**config.mk**
```make
export PLATFORM = sky130hd
export DESIGN_NAME = spw_timer
export DESIGN_NICKNAME = d
export VERILOG_FILES = /design/src/verilog/spw_pkg.sv /design/src/verilog/spw_half.sv /design/src/verilog/spw_timer.sv
export VERILOG_INCLUDE_DIRS = /design/src /design/src/verilog
export SDC_FILE = /design/constraint.sdc
export NUM_CORES = 1
export LEC_CHECK = 0
export ABC_AREA = 1
export BUFFER_PORTS_ARGS = -buffer_cell sky130_fd_sc_hd__buf_2
export CORE_ASPECT_RATIO = 0.6
export CORE_MARGIN = 2
export CORE_UTILIZATION = 51
export CTS_CLUSTER_SIZE = 24
export DETAILED_ROUTE_END_ITERATION = 16
export GPL_ROUTABILITY_DRIVEN = 0
export PLACE_DENSITY_LB_ADDON = 0.1
export SETUP_SLACK_MARGIN = 0.02
export SYNTH_ARGS = -nofsm -noshare
export SYNTH_HDL_FRONTEND = slang
export SYNTH_SLANG_ARGS = --single-unit
```
**constraint.sdc**
```tcl
create_clock -name clk -period 2.6 [get_ports clk]
set_input_delay 0.13 -clock clk [delete_from_list [all_inputs] [get_ports clk]]
set_output_delay 0.13 -clock clk [all_outputs]
set_load 0.05 [all_outputs]
```
**src/verilog/spw_consts.svh**
```systemverilog
`ifndef SPW_CONSTS_SVH
`define SPW_CONSTS_SVH

`define SPW_CLK_PERIOD_NS 4
`define SPW_CNT_W 8
`define SPW_NCH 4
`define SPW_PER_RESET 8'hff
`define SPW_CNT_RESET 8'h00
`define SPW_CMP_RESET 8'h00
`define SPW_ZERO 8'h00
`define SPW_PSC_W 10
`define SPW_PSC_RESET 10'h000
`define SPW_PSC_ONE 10'h001
`define SPW_SEL_OFF 4'h0
`define SPW_SEL_DIV1 4'h1
`define SPW_SEL_DIV2 4'h2
`define SPW_SEL_DIV4 4'h3
`define SPW_SEL_DIV8 4'h4
`define SPW_SEL_DIV64 4'h5
`define SPW_SEL_DIV256 4'h6
`define SPW_SEL_DIV1024 4'h7
`define SPW_SEL_EVT 4'h8
`define SPW_EVT_W 3
`define SPW_TAP_DIV2 0
`define SPW_TAP_DIV4 1
`define SPW_TAP_DIV8 2
`define SPW_TAP_DIV64 5
`define SPW_TAP_DIV256 7
`define SPW_TAP_DIV1024 9
`define SPW_HIRES_W 2
`define SPW_HIRES_OFF 2'h0

`endif

```
**src/verilog/spw_pkg.sv**
```systemverilog
`include "spw_consts.svh"

package spw_pkg;
  typedef logic [`SPW_CNT_W-1:0] spw_byte_t;
  typedef logic [`SPW_NCH-1:0] spw_nib_t;

  typedef enum logic [1:0] {
    SPW_NORMAL = 2'h1,
    SPW_SPLIT = 2'h2
  } spw_mode_e;

  // Setup for one eight-bit counter
  typedef struct packed {
    spw_byte_t per;
    spw_byte_t cmp_d;
    spw_byte_t cmp_c;
    spw_byte_t cmp_b;
    spw_byte_t cmp_a;
    spw_nib_t cmp_en;
  } spw_half_cfg_s;

  typedef struct packed {
    spw_byte_t cnt;
    spw_nib_t wave;
    spw_nib_t match;
    logic bottom;
  } spw_half_st_s;
endpackage

```
**src/verilog/spw_half.sv**
```systemverilog
`timescale 1ns/1ns
`default_nettype none
`include "spw_consts.svh"

module spw_half (
  input wire logic clk,
  input wire logic resetn,
  input wire logic ce,
  input wire logic run,
  input wire logic tick,
  input wire spw_pkg::spw_half_cfg_s cfg,
  output spw_pkg::spw_half_st_s st
);
  spw_pkg::spw_byte_t cnt_reg, cnt_next;
  spw_pkg::spw_nib_t wave_reg, wave_next;
  spw_pkg::spw_nib_t match;
  spw_pkg::spw_byte_t cmp [`SPW_NCH];

  always_comb begin
    cmp[0] = cfg.cmp_a;
    cmp[1] = cfg.cmp_b;
    cmp[2] = cfg.cmp_c;
    cmp[3] = cfg.cmp_d;
    for (int i = 0; i < `SPW_NCH; i++) begin
      match[i] = (cnt_reg == cmp[i]);
    end
  end

  always_comb begin
    cnt_next = cnt_reg;
    wave_next = wave_reg;
    if (!run) begin
      cnt_next = cnt_reg;
    end else if (tick) begin
      if (cnt_reg == `SPW_ZERO) begin
        cnt_next = cfg.per;
      end else begin
        cnt_next = cnt_reg - 8'h01;
      end
      for (int i = 0; i < `SPW_NCH; i++) begin
        // Clear at bottom wins so a zero compare gives a steady low
        if (cnt_reg == `SPW_ZERO) begin
          wave_next[i] = 1'b0;
        end else if (match[i]) begin
          wave_next[i] = 1'b1;
        end
      end
    end
  end

  always_ff @(posedge clk or negedge resetn) begin
    if (!resetn) begin
      cnt_reg <= `SPW_CNT_RESET;
      wave_reg <= '0;
    end else if (ce) begin
      cnt_reg <= cnt_next;
      wave_reg <= wave_next;
    end
  end

  assign st.cnt = cnt_reg;
  assign st.wave = wave_reg;
  assign st.match = match;
  assign st.bottom = (cnt_reg == `SPW_ZERO);
endmodule
`default_nettype wire

```
**src/verilog/spw_timer.sv**
```systemverilog
`timescale 1ns/1ns
`default_nettype none
`include "spw_consts.svh"

module spw_timer (
  input wire logic clk,
  input wire logic resetn,
  input wire logic ce,
  input wire logic split_mode,
  input wire logic [3:0] clk_sel,
  input wire logic [`SPW_EVT_W-1:0] evt_sel,
  input wire logic [(1<<`SPW_EVT_W)-1:0] evt_chan,
  input wire logic [`SPW_HIRES_W-1:0] hires_sel,
  input wire spw_pkg::spw_half_cfg_s low_cfg,
  input wire spw_pkg::spw_half_cfg_s high_cfg,
  input wire logic [7:0] port_out,
  input wire logic [7:0] port_inv,
  input wire logic [3:0] cmp_ack,
  output logic [7:0] pin_out,
  output logic [7:0] waveform_output,
  output logic [3:0] cmp_flag,
  output logic [3:0] cmp_event,
  output logic [3:0] cmp_dma_req,
  output logic low_unf_event,
  output logic high_unf_event,
  output logic [7:0] low_cnt,
  output logic [7:0] high_cnt,
  output logic [`SPW_HIRES_W-1:0] hires_phase,
  output logic running
);
  typedef enum logic [1:0] {
    SPW_ST_OFF = 2'b01,
    SPW_ST_RUN = 2'b10
  } spw_run_e;

  spw_run_e run_reg, run_next;
  logic [`SPW_PSC_W-1:0] psc_reg, psc_next;
  logic tick;
  logic run;
  logic [3:0] flag_reg, flag_next;
  logic [3:0] evt_reg, evt_next;
  logic [1:0] unf_reg, unf_next;
  logic [7:0] pin_reg, pin_next;
  logic [`SPW_HIRES_W-1:0] hr_reg, hr_next;
  spw_pkg::spw_half_st_s low_st, high_st;

  function automatic logic psc_tap(input logic [`SPW_PSC_W-1:0] p,
                                   input integer b);
    // Constant-width loop: a part-select with a variable bound is not legal
    psc_tap = 1'b1;
    for (int i = 0; i < `SPW_PSC_W; i++) begin
      if (i <= b) begin
        psc_tap = psc_tap & p[i];
      end
    end
  endfunction

  function automatic logic sel_tick(input logic [3:0] s,
                                    input logic [`SPW_PSC_W-1:0] p,
                                    input logic ev);
    case (s)
      `SPW_SEL_DIV1: sel_tick = 1'b1;
      `SPW_SEL_DIV2: sel_tick = psc_tap(p, `SPW_TAP_DIV2);
      `SPW_SEL_DIV4: sel_tick = psc_tap(p, `SPW_TAP_DIV4);
      `SPW_SEL_DIV8: sel_tick = psc_tap(p, `SPW_TAP_DIV8);
      `SPW_SEL_DIV64: sel_tick = psc_tap(p, `SPW_TAP_DIV64);
      `SPW_SEL_DIV256: sel_tick = psc_tap(p, `SPW_TAP_DIV256);
      `SPW_SEL_DIV1024: sel_tick = psc_tap(p, `SPW_TAP_DIV1024);
      default: sel_tick = s[3] & ev;
    endcase
  endfunction

  // Split form only exists when selected and a clock is picked
  always_comb begin
    case (run_reg)
      SPW_ST_OFF: run_next = (split_mode && clk_sel != `SPW_SEL_OFF) ?
                             SPW_ST_RUN : SPW_ST_OFF;
      SPW_ST_RUN: run_next = (split_mode && clk_sel != `SPW_SEL_OFF) ?
                             SPW_ST_RUN : SPW_ST_OFF;
      default: run_next = SPW_ST_OFF;
    endcase
  end

  assign run = (run_reg == SPW_ST_RUN) && split_mode &&
               (clk_sel != `SPW_SEL_OFF);

  // Prescaler free-runs only while counting so phase restarts cleanly
  always_comb begin
    psc_next = run ? psc_reg + `SPW_PSC_ONE : `SPW_PSC_RESET;
  end

  assign tick = run && sel_tick(clk_sel, psc_reg, evt_chan[evt_sel]);

  spw_half u_low (
    .clk(clk),
    .resetn(resetn),
    .ce(ce),
    .run(run),
    .tick(tick),
    .cfg(low_cfg),
    .st(low_st)
  );

  spw_half u_high (
    .clk(clk),
    .resetn(resetn),
    .ce(ce),
    .run(run),
    .tick(tick),
    .cfg(high_cfg),
    .st(high_st)
  );

  // Flags come from the low counter only; set beats acknowledge
  always_comb begin
    evt_next = (tick ? low_st.match : 4'h0);
    flag_next = (flag_reg & ~cmp_ack) | evt_next;
    unf_next = tick ? {high_st.bottom, low_st.bottom} : 2'b00;
  end

  always_comb begin
    for (int i = 0; i < 4; i++) begin
      pin_next[i] = low_cfg.cmp_en[i] ?
                    (low_st.wave[i] ^ port_inv[i]) : port_out[i];
      pin_next[i+4] = high_cfg.cmp_en[i] ?
                    (high_st.wave[i] ^ port_inv[i+4]) : port_out[i+4];
    end
  end

  // Hi-res phase: a sub-step marker; the fast clock itself lives outside
  always_comb begin
    hr_next = (run && hires_sel != `SPW_HIRES_OFF) ?
              hr_reg + 2'h1 : `SPW_HIRES_OFF;
  end

  always_ff @(posedge clk or negedge resetn) begin
    if (!resetn) begin
      run_reg <= SPW_ST_OFF;
      psc_reg <= `SPW_PSC_RESET;
      flag_reg <= 4'h0;
      evt_reg <= 4'h0;
      unf_reg <= 2'b00;
      pin_reg <= 8'h00;
      hr_reg <= `SPW_HIRES_OFF;
    end else if (ce) begin
      run_reg <= run_next;
      psc_reg <= psc_next;
      flag_reg <= flag_next;
      evt_reg <= evt_next;
      unf_reg <= unf_next;
      pin_reg <= pin_next;
      hr_reg <= hr_next;
    end
  end

  assign pin_out = pin_reg;
  assign waveform_output = {high_st.wave, low_st.wave};
  assign cmp_flag = flag_reg;
  assign cmp_event = evt_reg;
  assign cmp_dma_req = flag_reg;
  assign low_unf_event = unf_reg[0];
  assign high_unf_event = unf_reg[1];
  assign low_cnt = low_st.cnt;
  assign high_cnt = high_st.cnt;
  assign hires_phase = hr_reg;
  assign running = (run_reg == SPW_ST_RUN);

  property p_off_stops;
    @(posedge clk) disable iff (!resetn)
      (ce && clk_sel == `SPW_SEL_OFF) |=> $stable(low_cnt) &&
                                          $stable(high_cnt);
  endproperty
  a_off_stops: assert property (p_off_stops)
    else $error("counter moved with clock off");

  property p_down;
    @(posedge clk) disable iff (!resetn)
      (ce && tick && low_cnt != 8'h00) |=> low_cnt == $past(low_cnt) - 8'h01;
  endproperty
  a_down: assert property (p_down)
    else $error("low counter did not count down");

  property p_reload;
    @(posedge clk) disable iff (!resetn)
      (ce && tick && high_cnt == 8'h00) |=> high_cnt == $past(high_cfg.per);
  endproperty
  a_reload: assert property (p_reload)
    else $error("period not loaded at zero");

  property p_clear;
    @(posedge clk) disable iff (!resetn)
      (ce && tick && low_cnt == 8'h00) |=> waveform_output[3:0] == 4'h0;
  endproperty
  a_clear: assert property (p_clear)
    else $error("waveform not cleared at bottom");

  property p_set;
    @(posedge clk) disable iff (!resetn)
      (ce && tick && low_cnt != 8'h00 && low_cnt == low_cfg.cmp_a)
        |=> waveform_output[0];
  endproperty
  a_set: assert property (p_set)
    else $error("waveform not set on match");

  property p_flag;
    @(posedge clk) disable iff (!resetn)
      (ce && tick && low_cnt == low_cfg.cmp_b) |=> cmp_flag[1] && cmp_event[1];
  endproperty
  a_flag: assert property (p_flag)
    else $error("compare flag not raised");

  property p_no_spur;
    @(posedge clk) disable iff (!resetn)
      (ce && !tick) |=> cmp_event == 4'h0;
  endproperty
  a_no_spur: assert property (p_no_spur)
    else $error("compare event without count clock");

  property p_pin;
    @(posedge clk) disable iff (!resetn)
      (ce && high_cfg.cmp_en[0]) |=> pin_out[4] ==
        ($past(high_st.wave[0]) ^ $past(port_inv[4]));
  endproperty
  a_pin: assert property (p_pin)
    else $error("high pin not overridden");

  property p_normal;
    @(posedge clk) disable iff (!resetn)
      (ce && !split_mode) |=> !running;
  endproperty
  a_normal: assert property (p_normal)
    else $error("split form running in normal mode");
endmodule
`default_nettype wire

```
Yosys cells after proc, flatten, opt, wreduce, memory -nomap -nowiden
Index checks and enable logic that the tools add are counted.

Register bits after elaboration: 56. Input bits: 129. Output and inout bits: 49. Word-level logic and storage cells: 161.

Add/sub/neg operators: 4. $lt $le $gt $ge: 1. Eq/ne operators: 17. Multiplexer cells: 59. Bitwise operators: 36. Reductions and logical operators: 27.

Operators by type and width (count): equality test 8 bit (8); two-way mux 1 bit (49); AND reduction 4 bit (8); AND 1 bit (25); nonzero test 2 bit (9); equality test 4 x 3 -> 1 bit, second input constant (4); zero test 8 bit (2); two-way mux 8 bit (2); subtractor 8 x 1 -> 8 bit, second input constant (2); adder 10 x 1 -> 10 bit, second input constant (1); two-way mux 10 bit (1); equality test 4 x 2 -> 1 bit, second input constant (2); two-way mux 2 bit (4); XOR 1 bit (8); one-hot mux 1 bit (7 select lines) (1); logical AND 1 bit (5); AND 4 bit (1); equality test 4 x 1 -> 1 bit, second input constant (1); less-than comparator 3 x 4 -> 1 bit, second input constant (1); two-way mux 4 bit (1); NOT 4 bit (1); bitwise OR 4 bit (1); nonzero test 4 bit (1); binary-select mux 1 bit (select 3 bit) (1); 5 further kinds (5).

Logic depth before layout (Yosys ltp)
Depth in word-level cells: 23. Gate-level depth with buffers: 12. Depth with buffers taken out: 11.

Hierarchy
From an unflattened synthesis, not the netlist that was laid out.

Cell total of the unflattened synthesis: 691. Area, all modules: 4435.5 µm².

By module, submodules not included: spw_half (times used 2, cells an instance 219, area an instance 1295.0 µm²); spw_timer (times used 1, cells an instance 253, area an instance 1845.5 µm²).

Worst setup path after synthesis
No wires, ideal clock.

Kind: register to register. Start: reg u_high.cnt_reg[0]. End: reg u_high.cnt_reg[2]. Arrival time: 1957 ps. Required time: 2477 ps. Path slack: 519 ps. Cell stages (with the launch flop): 11. Period minus slack after synthesis: 2081 ps. Cells stage by stage: dfrtp_1 -> clkbuf_1 -> inv_1 -> ha_1 -> nand2_1 -> nor2_2 -> nand3_1 -> nor2_2 -> inv_2 -> o21ai_0 -> o21ai_1.

Cells in the longest elaborated chain, start to end: 2. Elaborated cells between the ends (all ways): 3.

Ends and longest elaborated chain: start: declaration (RTL line spw_half.sv:14) `spw_pkg::spw_byte_t cnt_reg, cnt_next;`; start signal: assignment (RTL line spw_half.sv:53) `` cnt_reg <= `SPW_CNT_RESET; ``; start signal: assignment (RTL line spw_half.sv:56) `cnt_reg <= cnt_next;`; subtractor 8 x 1 -> 8 bit / zero test 8 bit (equally long branches); two-way mux 8 bit (*) (RTL line spw_half.sv:35) `` if (cnt_reg == `SPW_ZERO) begin ``.

Mark *: on every way between the ends. The rest lies on a longest branch, timed or not. A chain may end at the register's enable or synchronous reset.

Final worst setup path
Start: reg psc_reg[0]. End: reg u_low.cnt_reg[7].

Cells in the longest elaborated chain, start to end: 21. Elaborated cells between the ends (all ways): 51.

Ends and longest elaborated chain: start: declaration (RTL line spw_timer.sv:37) `` logic [`SPW_PSC_W-1:0] psc_reg, psc_next; ``; start signal: assignment (RTL line spw_timer.sv:139) `` psc_reg <= `SPW_PSC_RESET; ``; start signal: assignment (RTL line spw_timer.sv:147) `psc_reg <= psc_next;`; two-way mux 1 bit (RTL line spw_timer.sv:61) `case (s)`; AND 1 bit (RTL line spw_timer.sv:53) `psc_tap = psc_tap & p[i];`; two-way mux 1 bit (RTL line spw_timer.sv:61); AND 1 bit (RTL line spw_timer.sv:53); two-way mux 1 bit (RTL line spw_timer.sv:61); AND 1 bit (RTL line spw_timer.sv:53); two-way mux 1 bit (RTL line spw_timer.sv:61); AND 1 bit (RTL line spw_timer.sv:53); (+5 left out); AND 1 bit (RTL line spw_timer.sv:53); two-way mux 1 bit (RTL line spw_timer.sv:61); AND 1 bit (RTL line spw_timer.sv:53); two-way mux 1 bit (RTL line spw_timer.sv:61); AND 1 bit (RTL line spw_timer.sv:53); one-hot mux 1 bit (7 select lines) (*) (RTL line spw_timer.sv:61); logical AND 1 bit (*) (RTL line spw_timer.sv:92) `assign tick = run && sel_tick(clk_sel, psc_reg, evt_chan[evt_sel]);`; AND reduction 3 bit (no line) (*); end signal: assignment (RTL line spw_half.sv:53); end signal: assignment (RTL line spw_half.sv:56); end: declaration (RTL line spw_half.sv:14).

Mark *: on every way between the ends. The rest lies on a longest branch, timed or not. The select of a mux whose other input is x is not followed.

==> results by group <==
Timing
  • Worst Skew: 0.00854 ns
  • Max-slew violation count: 0
  • Fin. Hold Viols: 0
  • Min Tclk post-route: 2.11 ns
  • Fmax: 473 MHz
  • Setup_tns: 0 ns
  • Final period util: 81.3%
  • Endpoints failing setup: 0
  • Slew @ Worst Pin: 0.632 ns
  • Setup ws final: 0.487 ns
  • Unrepaired setup endpoints after global routing: false
  • Slew HR: 57.9%

Global routing
  • Largest net degree at the start of global routing: 28
  • Antenna violations before repair: 0
  • First-pass GRT wire length: 16200 um
  • All-Layer GR Usage: 24.3%
  • GRT overflow: 0
  • Vias in the first global route: 3556

Synth
  • Most used DFF post-synth: dfrtp_1
  • Number of synthesized register bits: 56
  • Yosys cell types: 35
  • Cells after synthesis: 526
  • Avg Cell Area, Syn: 7.40 um^2
  • Part of the Yosys area used for sequential elements: 36.0%
  • Ys Warns: 0
  • Async SR Flop Fraction: 100%
  • Syn nets: 660
  • Post-synth EDFFs: 0
  • Synthesized area: 3890 um^2

Routing
  • Post-DRT Antenna Nets: 0
  • Via density: 4.92
  • Final WL: 10300 um
  • Wire length per cell: 13.0 um
  • DRC errors left: 0
  • DRT iter0 DRCs: 147
  • Via Count: 3905
  • Pre-antenna DRT Iters: 4

Min path
  • HP Class: primary input to register

Layout
  • Ratio of cells with drive above 1 in the final layout: 29.5%
  • Fillcell total: 651
  • Register area: 1400 um^2
  • Commonest non-fill, non-tap cell in the layout: buf_2
  • Number of antenna diodes: 0
  • Flip-flop count of the largest register after layout: 10
  • Area Growth Syn to Fin: 27.0%
  • Area of the multi-input gates: 2090 um^2
  • Final net count: 822
  • Most frequent cells in the layout: 177 x buf_2, 119 x nand2_1, 65 x xnor2_1

Clock network
  • Num Clock Sinks: 56
  • Clock Path Buffers: 2
  • Root Buffer: clkbuf_16
  • CTS tree: done
  • Post-CTS Setup Bufs: 0
  • Worst-path clk slew: 0.07 ns
  • H-tree depth: 2
  • Clock Latency Late Sink: 0.29 ns
  • Post_cts resized: 0
  • CTS buffer count: 5

Critical path
  • Startpoint types: register
  • CP peak stage delay: 0.41 ns
  • Critical path's top delay family: compound AO/OA/AOI/OAI gates
  • Critical Path RT: 2.78 ns
  • Worst Path Class, Setup: register to register
  • WP buf/inv: 0
  • Slowest stage cell, crit path: dfrtp_1
  • Crit Path Max Fanout: 25
  • CP Capture Type: register
  • Worst path cell trace: ha_1 -> ha_1 -> nand3_1 -> a21oi_1 -> nand2_1 -> a21oi_4 -> nand2_4 -> o21ai_0 -> nand2_1
  • Data arrival, critical path: 2.29 ns

Die
  • Chip width: 117 um
  • # IOs: 178
  • Die Y: 71.7 um
  • # rows: 24
  • Core box area: 7330 um^2
  • Die Area: 8370 um^2
  • Initial Util: 53.1%

Placed design
  • Post-place setup slack: 0.508 ns
  • # port buffers: 177
  • Hpwl dp: 8290 um

Pwr
  • Max VDD drop: 553 uV
  • Leakage: 2.61 nW
  • Power Dens Cells: 744 nW/um^2

Flow run
  • Max cap viols: 0

Status
  • Outcome: complete, no violations
[cell usage after synthesis, types with 2 or more instances]
cell	n	area, um^2
nand2_1	119	447
xnor2_1	65	569
inv_1	62	233
dfrtp_1	55	1380
nor2_1	42	158
nand3_1	34	170
a21oi_1	33	165
o21ai_0	23	115
nand4_1	18	113
buf_2	10	50.1
clkbuf_1	10	37.5
xor2_1	7	61.3
o21ai_1	6	30.0
ha_1	5	62.6
buf_4	4	30.0
nor2_2	4	25.0
buf_6	3	33.8
nor3_1	3	15.0
nor3b_1	3	22.5
a21oi_2	2	17.5
a21oi_4	2	32.5
nand2_2	2	12.5
or2_2	2	12.5
[path summary, 6_finish.rpt]
check                                 from               end  slack, ns  cells after the start
worst max-delay path            psc_reg[0]  u_low.cnt_reg[7]       0.49                      9
worst min register to register  unf_reg[1]        unf_reg[1]       0.48                      2
worst max register to register  psc_reg[0]  u_low.cnt_reg[7]       0.49                      9
min in group asynchronous           resetn      cmp_event[2]       0.40                      2
worst min-delay path            cmp_ack[0]    cmp_dma_req[0]       0.08                      4
max in group asynchronous           resetn        run_reg[0]       1.47                      3
[worst register-to-register path, delay by kind of cell (launching register included)]
kind	cells	cell delay, ns
simple gates	4	0.48
flops	1	0.41
compound gates	3	0.73
fa+ha+maj	2	0.37
[layout make-up]
cell class,count,area share [%]
tap,104,2.63
timing repair buffer,183,18.9
sequential,56,28.4
inverter,64,4.86
multi-input combinational,378,42.4
clock buffer,7,2.68
clock inverter,1,0.177
[per-stage QoR]
stage	total power, W	area [um^2]	cells	hold WS [ns]	util (%)
after floorplan	0.00261	3890	526	-0.166	-
after global placement	0.00297	4790	784	0.186	65.4
after detailed placement	0.00302	4790	784	0.184	65.4
after CTS	0.00369	4940	793	0.0800	67.4
after global routing	0.00393	4940	793	0.0986	67.4
final	0.00368	4940	793	0.0784	67.4
[power by group]
part	switching [W]	leakage, nW	internal, W
Sequential	0.000291	0.697	0.000997
Combinational	0.00107	1.85	0.000652
Clock	0.000306	0.0681	0.000361
[kinds of logic after synthesis]
kind of cell,synth area share [%]
simple gates,25.7
buf+inv,10.2
xor+xnor,16.2
compound gates,10.0
flops,36.0
fa+ha+maj,1.61
mux,0.257
[metal layers]
| metal | track usage [%] | vias up | part of all wire, % |
|---|---|---|---|
| met5 | 0 | - | 0 |
| li1 | - | 1982 | - |
| met2 | 40.9 | 149 | 45 |
| met3 | 4.23 | 4 | 7.5 |
| met4 | 3.66 | 0 | 0.37 |
| met1 | 33.8 | 1770 | 47 |
[timing repair]
action | in CTS | in global routing
endpoints found under the setup margin | 0 | 0
hold endpoints to repair | 25 | 0
hold buffers | 1 | 0
No activity file was read; power rests on OpenSTA's default activity.
